**src/ifp_pkg.sv**
```systemverilog
/*
  Shared constants and types for the interframe prediction unit and its
  partner end. Assumes 8-bit pixels, 8x8 blocks and six blocks per
  macroblock (four luminance, then two chrominance).
*/
package ifp_pkg;
  localparam int PIX_W = 8;
  localparam int DCT_W = 9;
  localparam int ENERGY_W = 24;
  localparam int FIFO_DEPTH = 32;
  localparam real CLOCK_PERIOD_NS = 50.0;
  localparam logic [5:0] FIRST_IDX = 6'h00;
  localparam logic [5:0] LAST_IDX = 6'h3f;
  localparam logic [2:0] LAST_BLK = 3'h5;
  localparam logic [2:0] LUMA_BLKS = 3'h4;
  localparam logic [2:0] ROW_FIRST = 3'h0;
  localparam logic [2:0] ROW_LAST = 3'h7;
  localparam logic [8:0] MID_GRAY = 9'h080;
  localparam logic [9:0] FILT_ROUND = 10'h002;
  localparam logic [9:0] PIX_MAX = 10'h0ff;
  localparam logic [8:0] MB_LAST = 9'h17f;

  typedef enum logic [1:0]
  {
    IFP_FILL = 2'b01,
    IFP_EMIT = 2'b10
  } ifp_state_e;
endpackage : ifp_pkg

```
**src/ifp_if.sv**
```systemverilog
/*
  Link between the prediction unit (dev) and its partner end (host).
  Assumes both ends run on one common clock supplied to each module.
*/
`timescale 1ns/1ps
interface ifp_if;
  logic mode_decoder;
  logic blk_mc;
  logic blk_ext_intra;
  logic in_valid;
  logic in_ready;
  logic [7:0] cur_frame_pix_in;
  logic [7:0] prev_frame_pix_in;
  logic dct_valid;
  logic dct_ready;
  logic [8:0] pred_pix_to_dct;
  logic idct_valid;
  logic idct_ready;
  logic [8:0] idct_sample;
  logic recon_valid;
  logic recon_ready;
  logic [7:0] recon_pix_out;

  modport dev
  (
    input mode_decoder, blk_mc, blk_ext_intra, in_valid,
    input cur_frame_pix_in, prev_frame_pix_in, dct_ready,
    input idct_valid, idct_sample, recon_ready,
    output in_ready, dct_valid, pred_pix_to_dct, idct_ready,
    output recon_valid, recon_pix_out
  );

  modport host
  (
    output mode_decoder, blk_mc, blk_ext_intra, in_valid,
    output cur_frame_pix_in, prev_frame_pix_in, dct_ready,
    output idct_valid, idct_sample, recon_ready,
    input in_ready, dct_valid, pred_pix_to_dct, idct_ready,
    input recon_valid, recon_pix_out
  );
endinterface : ifp_if

```
**src/ifp_dev.sv**
```systemverilog
/*
  Interframe prediction unit: prediction FIFO and the device end.
  Assumes the partner keeps the link handshakes and returns one inverse
  transform sample per pixel sent out, in the same order.
  // Summary of operation
  // - Loop filter previous pixels only when compensated
  // - Encoder compares intra and difference energies
  // - Lower-energy candidate goes to transform
  // - Reconstruct as prediction plus inverse transform
  // - Decoder takes intra choice from outside
  // - Latency to inverse transform matched internally
  // - Current pixels arrive 8-bit, raster blocks
  // - Previous pixels arrive 8-bit, same order
  // - Reconstructed 8-bit pixels refresh frame store
  // - Nine-bit signed data toward transform
  // - Bit zero is least significant
*/
`timescale 1ns/1ps

////////////////////////////////////////////////////////////////////////////
module ifp_fifo
  import ifp_pkg::*;
#(
  parameter int WIDTH = PIX_W,
  parameter int DEPTH = FIFO_DEPTH
)
(
  input wire logic clock,
  input wire logic rst_n,
  input wire logic in_valid,
  output logic in_ready,
  input wire logic [WIDTH-1:0] in_data,
  output logic out_valid,
  input wire logic out_ready,
  output logic [WIDTH-1:0] out_data
);
  localparam int AW = $clog2(DEPTH);

  typedef struct packed
  {
    logic [DEPTH-1:0][WIDTH-1:0] mem;
    logic [AW-1:0] wr;
    logic [AW-1:0] rd;
    logic [AW:0] cnt;
  } ifp_fifo_s;

  ifp_fifo_s r;
  ifp_fifo_s next_r;
  logic push;
  logic pop;

  assign in_ready = r.cnt != (AW+1)'(DEPTH);
  assign out_valid = r.cnt != '0;
  assign out_data = r.mem[r.rd];
  assign push = in_valid && in_ready;
  assign pop = out_valid && out_ready;

  // Pointers wrap naturally, so DEPTH must be a power of two
  always_comb
  begin
    next_r = r;
    if (push)
    begin
      next_r.mem[r.wr] = in_data;
      next_r.wr = r.wr + 1'b1;
    end
    if (pop)
      next_r.rd = r.rd + 1'b1;
    if (push && !pop)
      next_r.cnt = r.cnt + 1'b1;
    else if (pop && !push)
      next_r.cnt = r.cnt - 1'b1;
  end

  always_ff @(posedge clock or negedge rst_n)
  begin
    if (!rst_n)
      r <= '0;
    else
      r <= next_r;
  end
endmodule : ifp_fifo

////////////////////////////////////////////////////////////////////////////
module ifp_dev
  import ifp_pkg::*;
(
  input wire logic clock,
  input wire logic rst_n,
  output logic intra_flag,
  output logic [2:0] blk_num,
  ifp_if.dev lnk
);
  typedef struct packed
  {
    ifp_state_e state;
    logic [5:0] idx;
    logic [2:0] blk;
    logic filt_en;
    logic intra;
    logic dec;
    logic [ENERGY_W-1:0] e_intra;
    logic [ENERGY_W-1:0] e_inter;
    logic [63:0][7:0] cur_mem;
    logic [63:0][7:0] prev_mem;
    logic dct_valid;
    logic [8:0] dct_data;
    logic recon_valid;
    logic [7:0] recon;
  } ifp_dev_s;

  ifp_dev_s r;
  ifp_dev_s next_r;
  logic take;
  logic emit;
  logic [7:0] pred;
  logic signed [19:0] d_intra;
  logic signed [19:0] d_inter;
  logic [19:0] sq_intra;
  logic [19:0] sq_inter;
  logic [ENERGY_W-1:0] ei_sum;
  logic [ENERGY_W-1:0] ee_sum;
  logic signed [9:0] rsum;
  logic fifo_in_ready;
  logic fifo_out_valid;
  logic [7:0] fifo_pred;
  logic rec_go;

  // Horizontal [1 2 1]/4 along each block row; row ends pass through
  function automatic logic [7:0] ifp_filt(input logic [63:0][7:0] m,
                                         input logic [5:0] i,
                                         input logic en);
    logic [9:0] s;
    s = {2'b00, m[i - 6'h01]} + {1'b0, m[i], 1'b0} +
        {2'b00, m[i + 6'h01]} + FILT_ROUND;
    if (!en || i[2:0] == ROW_FIRST || i[2:0] == ROW_LAST)
      return m[i];
    return s[9:2];
  endfunction : ifp_filt

  ////////////////////////////////////////////////////////////////////////
  assign lnk.in_ready = r.state == IFP_FILL;
  assign take = lnk.in_valid && r.state == IFP_FILL;
  assign emit = r.state == IFP_EMIT && fifo_in_ready &&
                (!r.dct_valid || lnk.dct_ready);
  assign pred = r.intra ? '0 : ifp_filt(r.prev_mem, r.idx, r.filt_en);

  // Energies on bit 0 = LSB pixel values
  assign d_intra = 20'($signed({2'b00, lnk.cur_frame_pix_in})) -
                   20'($signed({1'b0, MID_GRAY}));
  assign d_inter = 20'($signed({2'b00, lnk.cur_frame_pix_in})) -
                   20'($signed({2'b00, lnk.prev_frame_pix_in}));
  assign sq_intra = d_intra * d_intra;
  assign sq_inter = d_inter * d_inter;
  assign ei_sum = (r.idx == FIRST_IDX ? '0 : r.e_intra) +
                  ENERGY_W'(sq_intra);
  assign ee_sum = (r.idx == FIRST_IDX ? '0 : r.e_inter) +
                  ENERGY_W'(sq_inter);

  assign rsum = $signed({2'b00, fifo_pred}) +
                $signed({lnk.idct_sample[8], lnk.idct_sample});
  assign rec_go = fifo_out_valid && lnk.idct_valid &&
                  (!r.recon_valid || lnk.recon_ready);
  assign lnk.idct_ready = fifo_out_valid &&
                          (!r.recon_valid || lnk.recon_ready);

  assign lnk.dct_valid = r.dct_valid;
  assign lnk.pred_pix_to_dct = r.dct_data;
  assign lnk.recon_valid = r.recon_valid;
  assign lnk.recon_pix_out = r.recon;
  assign intra_flag = r.intra;
  assign blk_num = r.blk;

  ////////////////////////////////////////////////////////////////////////
  // Predictions wait here until the matching inverse sample returns
  ifp_fifo #(.WIDTH(PIX_W), .DEPTH(FIFO_DEPTH)) u_pred_fifo
  (
    .clock(clock),
    .rst_n(rst_n),
    .in_valid(emit),
    .in_ready(fifo_in_ready),
    .in_data(pred),
    .out_valid(fifo_out_valid),
    .out_ready(rec_go),
    .out_data(fifo_pred)
  );

  always_comb
  begin
    next_r = r;
    case (r.state)
      IFP_FILL:
      begin
        if (take)
        begin
          next_r.cur_mem[r.idx] = lnk.cur_frame_pix_in;
          next_r.prev_mem[r.idx] = lnk.prev_frame_pix_in;
          next_r.e_intra = ei_sum;
          next_r.e_inter = ee_sum;
          next_r.idx = r.idx + 1'b1;
          if (r.idx == FIRST_IDX)
          begin
            next_r.filt_en = lnk.blk_mc;
            // Mode kept per block: the next macroblock may change it early
            next_r.dec = lnk.mode_decoder;
            if (lnk.mode_decoder)
              next_r.intra = lnk.blk_ext_intra;
          end
          if (r.idx == LAST_IDX)
          begin
            // In encoder mode, chroma blocks keep the decision of the last luma block
            if (!r.dec && r.blk < LUMA_BLKS)
              next_r.intra = ei_sum < ee_sum;
            next_r.state = IFP_EMIT;
          end
        end
      end
      IFP_EMIT:
      begin
        if (emit)
        begin
          next_r.dct_valid = 1'b1;
          if (r.dec)
            next_r.dct_data = '0;
          else
            next_r.dct_data = {1'b0, r.cur_mem[r.idx]} -
                              {1'b0, pred};
          next_r.idx = r.idx + 1'b1;
          if (r.idx == LAST_IDX)
          begin
            next_r.state = IFP_FILL;
            next_r.blk = r.blk == LAST_BLK ? '0 : r.blk + 1'b1;
          end
        end
        else if (lnk.dct_ready)
          next_r.dct_valid = 1'b0;
      end
      default:
        next_r.state = IFP_FILL;
    endcase
    if (r.state == IFP_FILL && lnk.dct_ready)
      next_r.dct_valid = 1'b0;

    if (rec_go)
    begin
      next_r.recon_valid = 1'b1;
      if (rsum < 0)
        next_r.recon = '0;
      else if (rsum > $signed(PIX_MAX))
        next_r.recon = PIX_MAX[7:0];
      else
        next_r.recon = rsum[7:0];
    end
    else if (lnk.recon_ready)
      next_r.recon_valid = 1'b0;
  end

  always_ff @(posedge clock or negedge rst_n)
  begin
    if (!rst_n)
    begin
      r <= '0;
      r.state <= IFP_FILL;
    end
    else
      r <= next_r;
  end
endmodule : ifp_dev

```
**src/flat_wrapper.sv**
```systemverilog
// flat-port wrapper written by rule: the top's interface ports become plain ports
module ifp_dev_flat import ifp_pkg::*;
  (clock, rst_n, intra_flag, blk_num, lnk_mode_decoder, lnk_blk_mc, lnk_blk_ext_intra, lnk_in_valid, lnk_cur_frame_pix_in, lnk_prev_frame_pix_in, lnk_dct_ready, lnk_idct_valid, lnk_idct_sample, lnk_recon_ready, lnk_in_ready, lnk_dct_valid, lnk_pred_pix_to_dct, lnk_idct_ready, lnk_recon_valid, lnk_recon_pix_out);
  ifp_if lnk_i ();
  input wire logic clock;
  input wire logic rst_n;
  output logic intra_flag;
  output logic [2:0] blk_num;
  input wire logic [$bits(lnk_i.mode_decoder)-1:0] lnk_mode_decoder;
  input wire logic [$bits(lnk_i.blk_mc)-1:0] lnk_blk_mc;
  input wire logic [$bits(lnk_i.blk_ext_intra)-1:0] lnk_blk_ext_intra;
  input wire logic [$bits(lnk_i.in_valid)-1:0] lnk_in_valid;
  input wire logic [$bits(lnk_i.cur_frame_pix_in)-1:0] lnk_cur_frame_pix_in;
  input wire logic [$bits(lnk_i.prev_frame_pix_in)-1:0] lnk_prev_frame_pix_in;
  input wire logic [$bits(lnk_i.dct_ready)-1:0] lnk_dct_ready;
  input wire logic [$bits(lnk_i.idct_valid)-1:0] lnk_idct_valid;
  input wire logic [$bits(lnk_i.idct_sample)-1:0] lnk_idct_sample;
  input wire logic [$bits(lnk_i.recon_ready)-1:0] lnk_recon_ready;
  output wire logic [$bits(lnk_i.in_ready)-1:0] lnk_in_ready;
  output wire logic [$bits(lnk_i.dct_valid)-1:0] lnk_dct_valid;
  output wire logic [$bits(lnk_i.pred_pix_to_dct)-1:0] lnk_pred_pix_to_dct;
  output wire logic [$bits(lnk_i.idct_ready)-1:0] lnk_idct_ready;
  output wire logic [$bits(lnk_i.recon_valid)-1:0] lnk_recon_valid;
  output wire logic [$bits(lnk_i.recon_pix_out)-1:0] lnk_recon_pix_out;
  assign lnk_i.mode_decoder = lnk_mode_decoder;
  assign lnk_i.blk_mc = lnk_blk_mc;
  assign lnk_i.blk_ext_intra = lnk_blk_ext_intra;
  assign lnk_i.in_valid = lnk_in_valid;
  assign lnk_i.cur_frame_pix_in = lnk_cur_frame_pix_in;
  assign lnk_i.prev_frame_pix_in = lnk_prev_frame_pix_in;
  assign lnk_i.dct_ready = lnk_dct_ready;
  assign lnk_i.idct_valid = lnk_idct_valid;
  assign lnk_i.idct_sample = lnk_idct_sample;
  assign lnk_i.recon_ready = lnk_recon_ready;
  assign lnk_in_ready = lnk_i.in_ready;
  assign lnk_dct_valid = lnk_i.dct_valid;
  assign lnk_pred_pix_to_dct = lnk_i.pred_pix_to_dct;
  assign lnk_idct_ready = lnk_i.idct_ready;
  assign lnk_recon_valid = lnk_i.recon_valid;
  assign lnk_recon_pix_out = lnk_i.recon_pix_out;
  ifp_dev u_core (.clock(clock), .rst_n(rst_n), .intra_flag(intra_flag), .blk_num(blk_num), .lnk(lnk_i));
endmodule
```
**config.mk**
```make
export PLATFORM = sky130hd
export DESIGN_NAME = ifp_dev_flat
export DESIGN_NICKNAME = d
export VERILOG_FILES = /design/src/ifp_pkg.sv /design/src/ifp_if.sv /design/src/ifp_dev.sv /design/src/flat_wrapper.sv
export SDC_FILE = /design/constraint.sdc
export NUM_CORES = 2
export LEC_CHECK = 0
export ABC_CLOCK_PERIOD_IN_PS = 10900
export BUFFER_PORTS_ARGS = -buffer_cell sky130_fd_sc_hd__buf_2
export CORE_UTILIZATION = 65
export CTS_BUF_LIST = sky130_fd_sc_hd__clkbuf_4
export DETAILED_ROUTE_END_ITERATION = 8
export GPL_TIMING_DRIVEN = 0
export PLACE_DENSITY = 0.81
export SYNTH_ARGS = -nofsm -noshare
export SYNTH_HDL_FRONTEND = slang
export SYNTH_HIERARCHICAL = 1
export SYNTH_SLANG_ARGS = --single-unit
```
**constraint.sdc**
```tcl
create_clock -name clock -period 10.9 [get_ports clock]
set_clock_uncertainty 0.05 [all_clocks]
set_input_delay 1.09 -clock clock [delete_from_list [all_inputs] [get_ports clock]]
set_output_delay 1.09 -clock clock [all_outputs]
set_load 0.01 [all_outputs]
```
==> run_results.csv <==
group,metric,value,unit
yosys,synthTopCellsByArea,"dfrtp_1 (45%), mux2_2 (14%), mux4_2 (10%)",
run_status,status,"finished, violations left",
global_route,antenna_found_initial,25,
detailed_routing,drt_wl_total,308.6,mm
detailed_routing,drt_first_pass_iters,7,
cts,cts_tree,"yes",
cts,cts.clk_slew.worst_paths,0.06,ns
flow_run,cap_viol_max_count,26,
worst_setup_path,cp.required,12.06,ns
yosys,ys.flop_type,"dfrtp_1",
timing,max_freq,93.61,MHz
cts,cts_sinks,1377,
timing,period_needed,10.68,ns
yosys,synth.cells.most_frequent,"dfrtp_1 (1376), mux2_2 (980), nand2_1 (560)",
worst_setup_path,cpPeakStageDelay,1.11,ns
cts,clk_latency,1.35,ns
worst_setup_path,cp_max_fo,10,
floorplanning,core_area,116700,µm²
layout,multi_input_area,39390,µm²
yosys,ys_types,93,
timing,post-route-period-util,98.01,%
floorplanning,rows,125,
floorplanning,die_area,119600,µm²
yosys,synth_top_area_share,44.82,%
yosys,syn_inst,6381,
yosys,syn_area_per_cell,12.04,µm²
run_status,violations,"max-capacitance violations, max-slew violations",
timing,hold_viol,0,
worst_setup_path,cp_top_family,"buffers and inverters",
cts,cts_made_buffers,374,
place,port_buffers,58,
place,hpwl,218.4,mm
yosys,synth_top_cell_by_area,"dfrtp_1",
timing,max_slew.worst_pin.slew,1.675,ns
floorplanning,start_util,65.85,%
worst_setup_path,critPathLaunchType,"register",
layout,layout-drive-gt1-share,30.40,%
yosys,syn-num-nets,6725,
detailed_routing,ant_nets,0,
layout,syn_to_final_growth,9.418,%
worst_setup_path,cp_num_buf_inv,7,
global_route,grt_pass1_wl,437.6,mm
detailed_routing,via_count,64210,
layout,final_nets,7191,
cts,clock_path_buffers,4,
timing,finalSetupViolations,0,
yosys,synth_edf_count,0,
worst_setup_path,end_kind,"register",
cts,h-tree-depth,5,
timing,drv_slew,228,
layout,seq_area,34460,µm²
timing,slew_headroom,-11.67,%
layout,fillers,8268,
worst_setup_path,critPathArrivalTime,11.84,ns
yosys,ys_async_sr_fraction,100.0,%
yosys,ys.warnings.count,6,
detailed_routing,via_per_inst,7.442,
worst_setup_path,critPathKind,"register to register",
detailed_routing,drc,0,
layout,fin_util,72.05,%
yosys,synth-seq-area-share,44.85,%
yosys,synth.most_common_cell,"dfrtp_1",
global_route,grt_max_degree,160,
yosys,synth-seq-cells,1377,
cts,cts-root-buf,"clkbuf_4",
worst_setup_path,cpMaxStageDelayCell,"buf_1",
global_route,grt_overflow,0,
timing,finalSetupTns,0,ns
timing,rsz0062_at_grt,"no",
worst_setup_path,worst_path_most_repeated_cell,"a21oi_1",
global_route,track_usage,51.64,%
yosys,syn-cell-area,76820,µm²
place,gp_congestion,1.063,
global_route,grt_pass1_vias,62160,
floorplanning,chipHeight,345.8,µm
detailed_routing,drt_iter0_markers,10350,
worst_hold_path,hold_path_class,"input port to register",
detailed_routing,wl_per_cell,35.77,µm
floorplanning,top_level_ports,59,
floorplanning,die_w,345.8,µm
-- state kept, by name (all words and copies together), names as in the netlist --
signal / flops
u_core/lnk.recon_pix_out: 8
u_core/lnk.dct_valid: 1
u_core/u_pred_fifo/r: 272
u_core/lnk.pred_pix_to_dct: 9
u_core/lnk.recon_valid: 1
u_core/r: 1082
u_core/blk_num: 3
u_core/intra_flag: 1
-- what timing repair did --
item / CTS / global route
gates resized for setup: 1 / 10
hold buffers: 5 / 0
setup endpoints to repair: 1 / 1
buffers inserted: 3 / 9
hold endpoints to repair: 158 / 0
-- logic make-up (layout without fill, tap and decap cells) --
family,Yosys count,count (layout),synth area share (%)
other cells,0,22,0
flops,1377,1377,44.85
compound gates,1315,1315,11.34
simple gates,1093,1093,6.467
buf+inv,756,1458,3.941
xor+xnor,123,123,1.445
mux,1407,1407,25.74
fa+ha+maj,310,310,6.212
-- per-layer routing --
metal	wire length, µm	global-route usage, %	up-vias
li1	-	-	24730
met1	107100	66.02	32190
met2	125500	69.66	5728
met3	49730	23.61	1545
met4	25990	35.80	20
met5	313	0.9604	-
-- metrics by stage --
stage               hold slack (ns)  setup slack, ns  instance area, µm²  std cells
floorplan                    0.3874           0.3924               76820       6381
global placement             0.4017           -21.24               79020       7963
detailed placement           0.4062           -1.827               79390       7978
CTS                         0.04057          0.06573               83810       8594
global route                0.07280         0.006145               84020       8613
finish                      0.09389           0.2173               84060       8629
-- cell type report --
class / count / area share, %
tap: 1524 / 2.268
buffer: 520 / 2.572
multi-input combinational: 4248 / 46.86
clock buffer: 535 / 4.778
clock inverter: 77 / 0.3915
inverter: 231 / 1.049
timing repair buffer: 95 / 1.026
antenna: 22 / 0.06549
sequential: 1377 / 40.99
-- cells in the final DEF, fill, tap and decap left out, types with 24 or more instances in the layout --
master / n
mux4_2: 357
mux2i_1: 69
buf_2: 127
clkbuf_4: 535
nor4_1: 28
fa_1: 119
a221oi_1: 33
o21ai_0: 410
nor2_1: 165
a22oi_1: 213
a21o_1: 46
nor3_1: 32
nand4_1: 38
inv_1: 223
ha_1: 190
nor2_2: 24
xnor2_1: 81
a22o_1: 41
nand3_1: 64
mux2_2: 980
clkbuf_1: 351
clkinv_1: 71
and2_1: 69
o22ai_1: 250
buf_1: 62
buf_4: 34
nand2_1: 560
dfrtp_1: 1376
a21oi_1: 85
xor2_1: 39
nor2b_1: 29
o41ai_1: 24
-- worst paths after layout --
kind	startpoint	endpoint	slack, ns	cells after the start
max	u_core/r[1097]	u_core/lnk.pred_pix_to_dct[8]	0.22	29
min	lnk_prev_frame_pix_in[5]	u_core/r[528]	0.09	2
max reg2reg	u_core/r[1097]	u_core/lnk.pred_pix_to_dct[8]	0.22	29
min in group asynchronous	rst_n	u_core/u_pred_fifo/r[196]	0.42	2
max in group asynchronous	rst_n	u_core/r[959]	7.40	6
min reg2reg	u_core/r[1077]	u_core/r[1077]	0.42	2
Power is left out: the tool's default activity adds up to more than one toggle a clock period on the data nets, which glitch-free logic cannot reach.
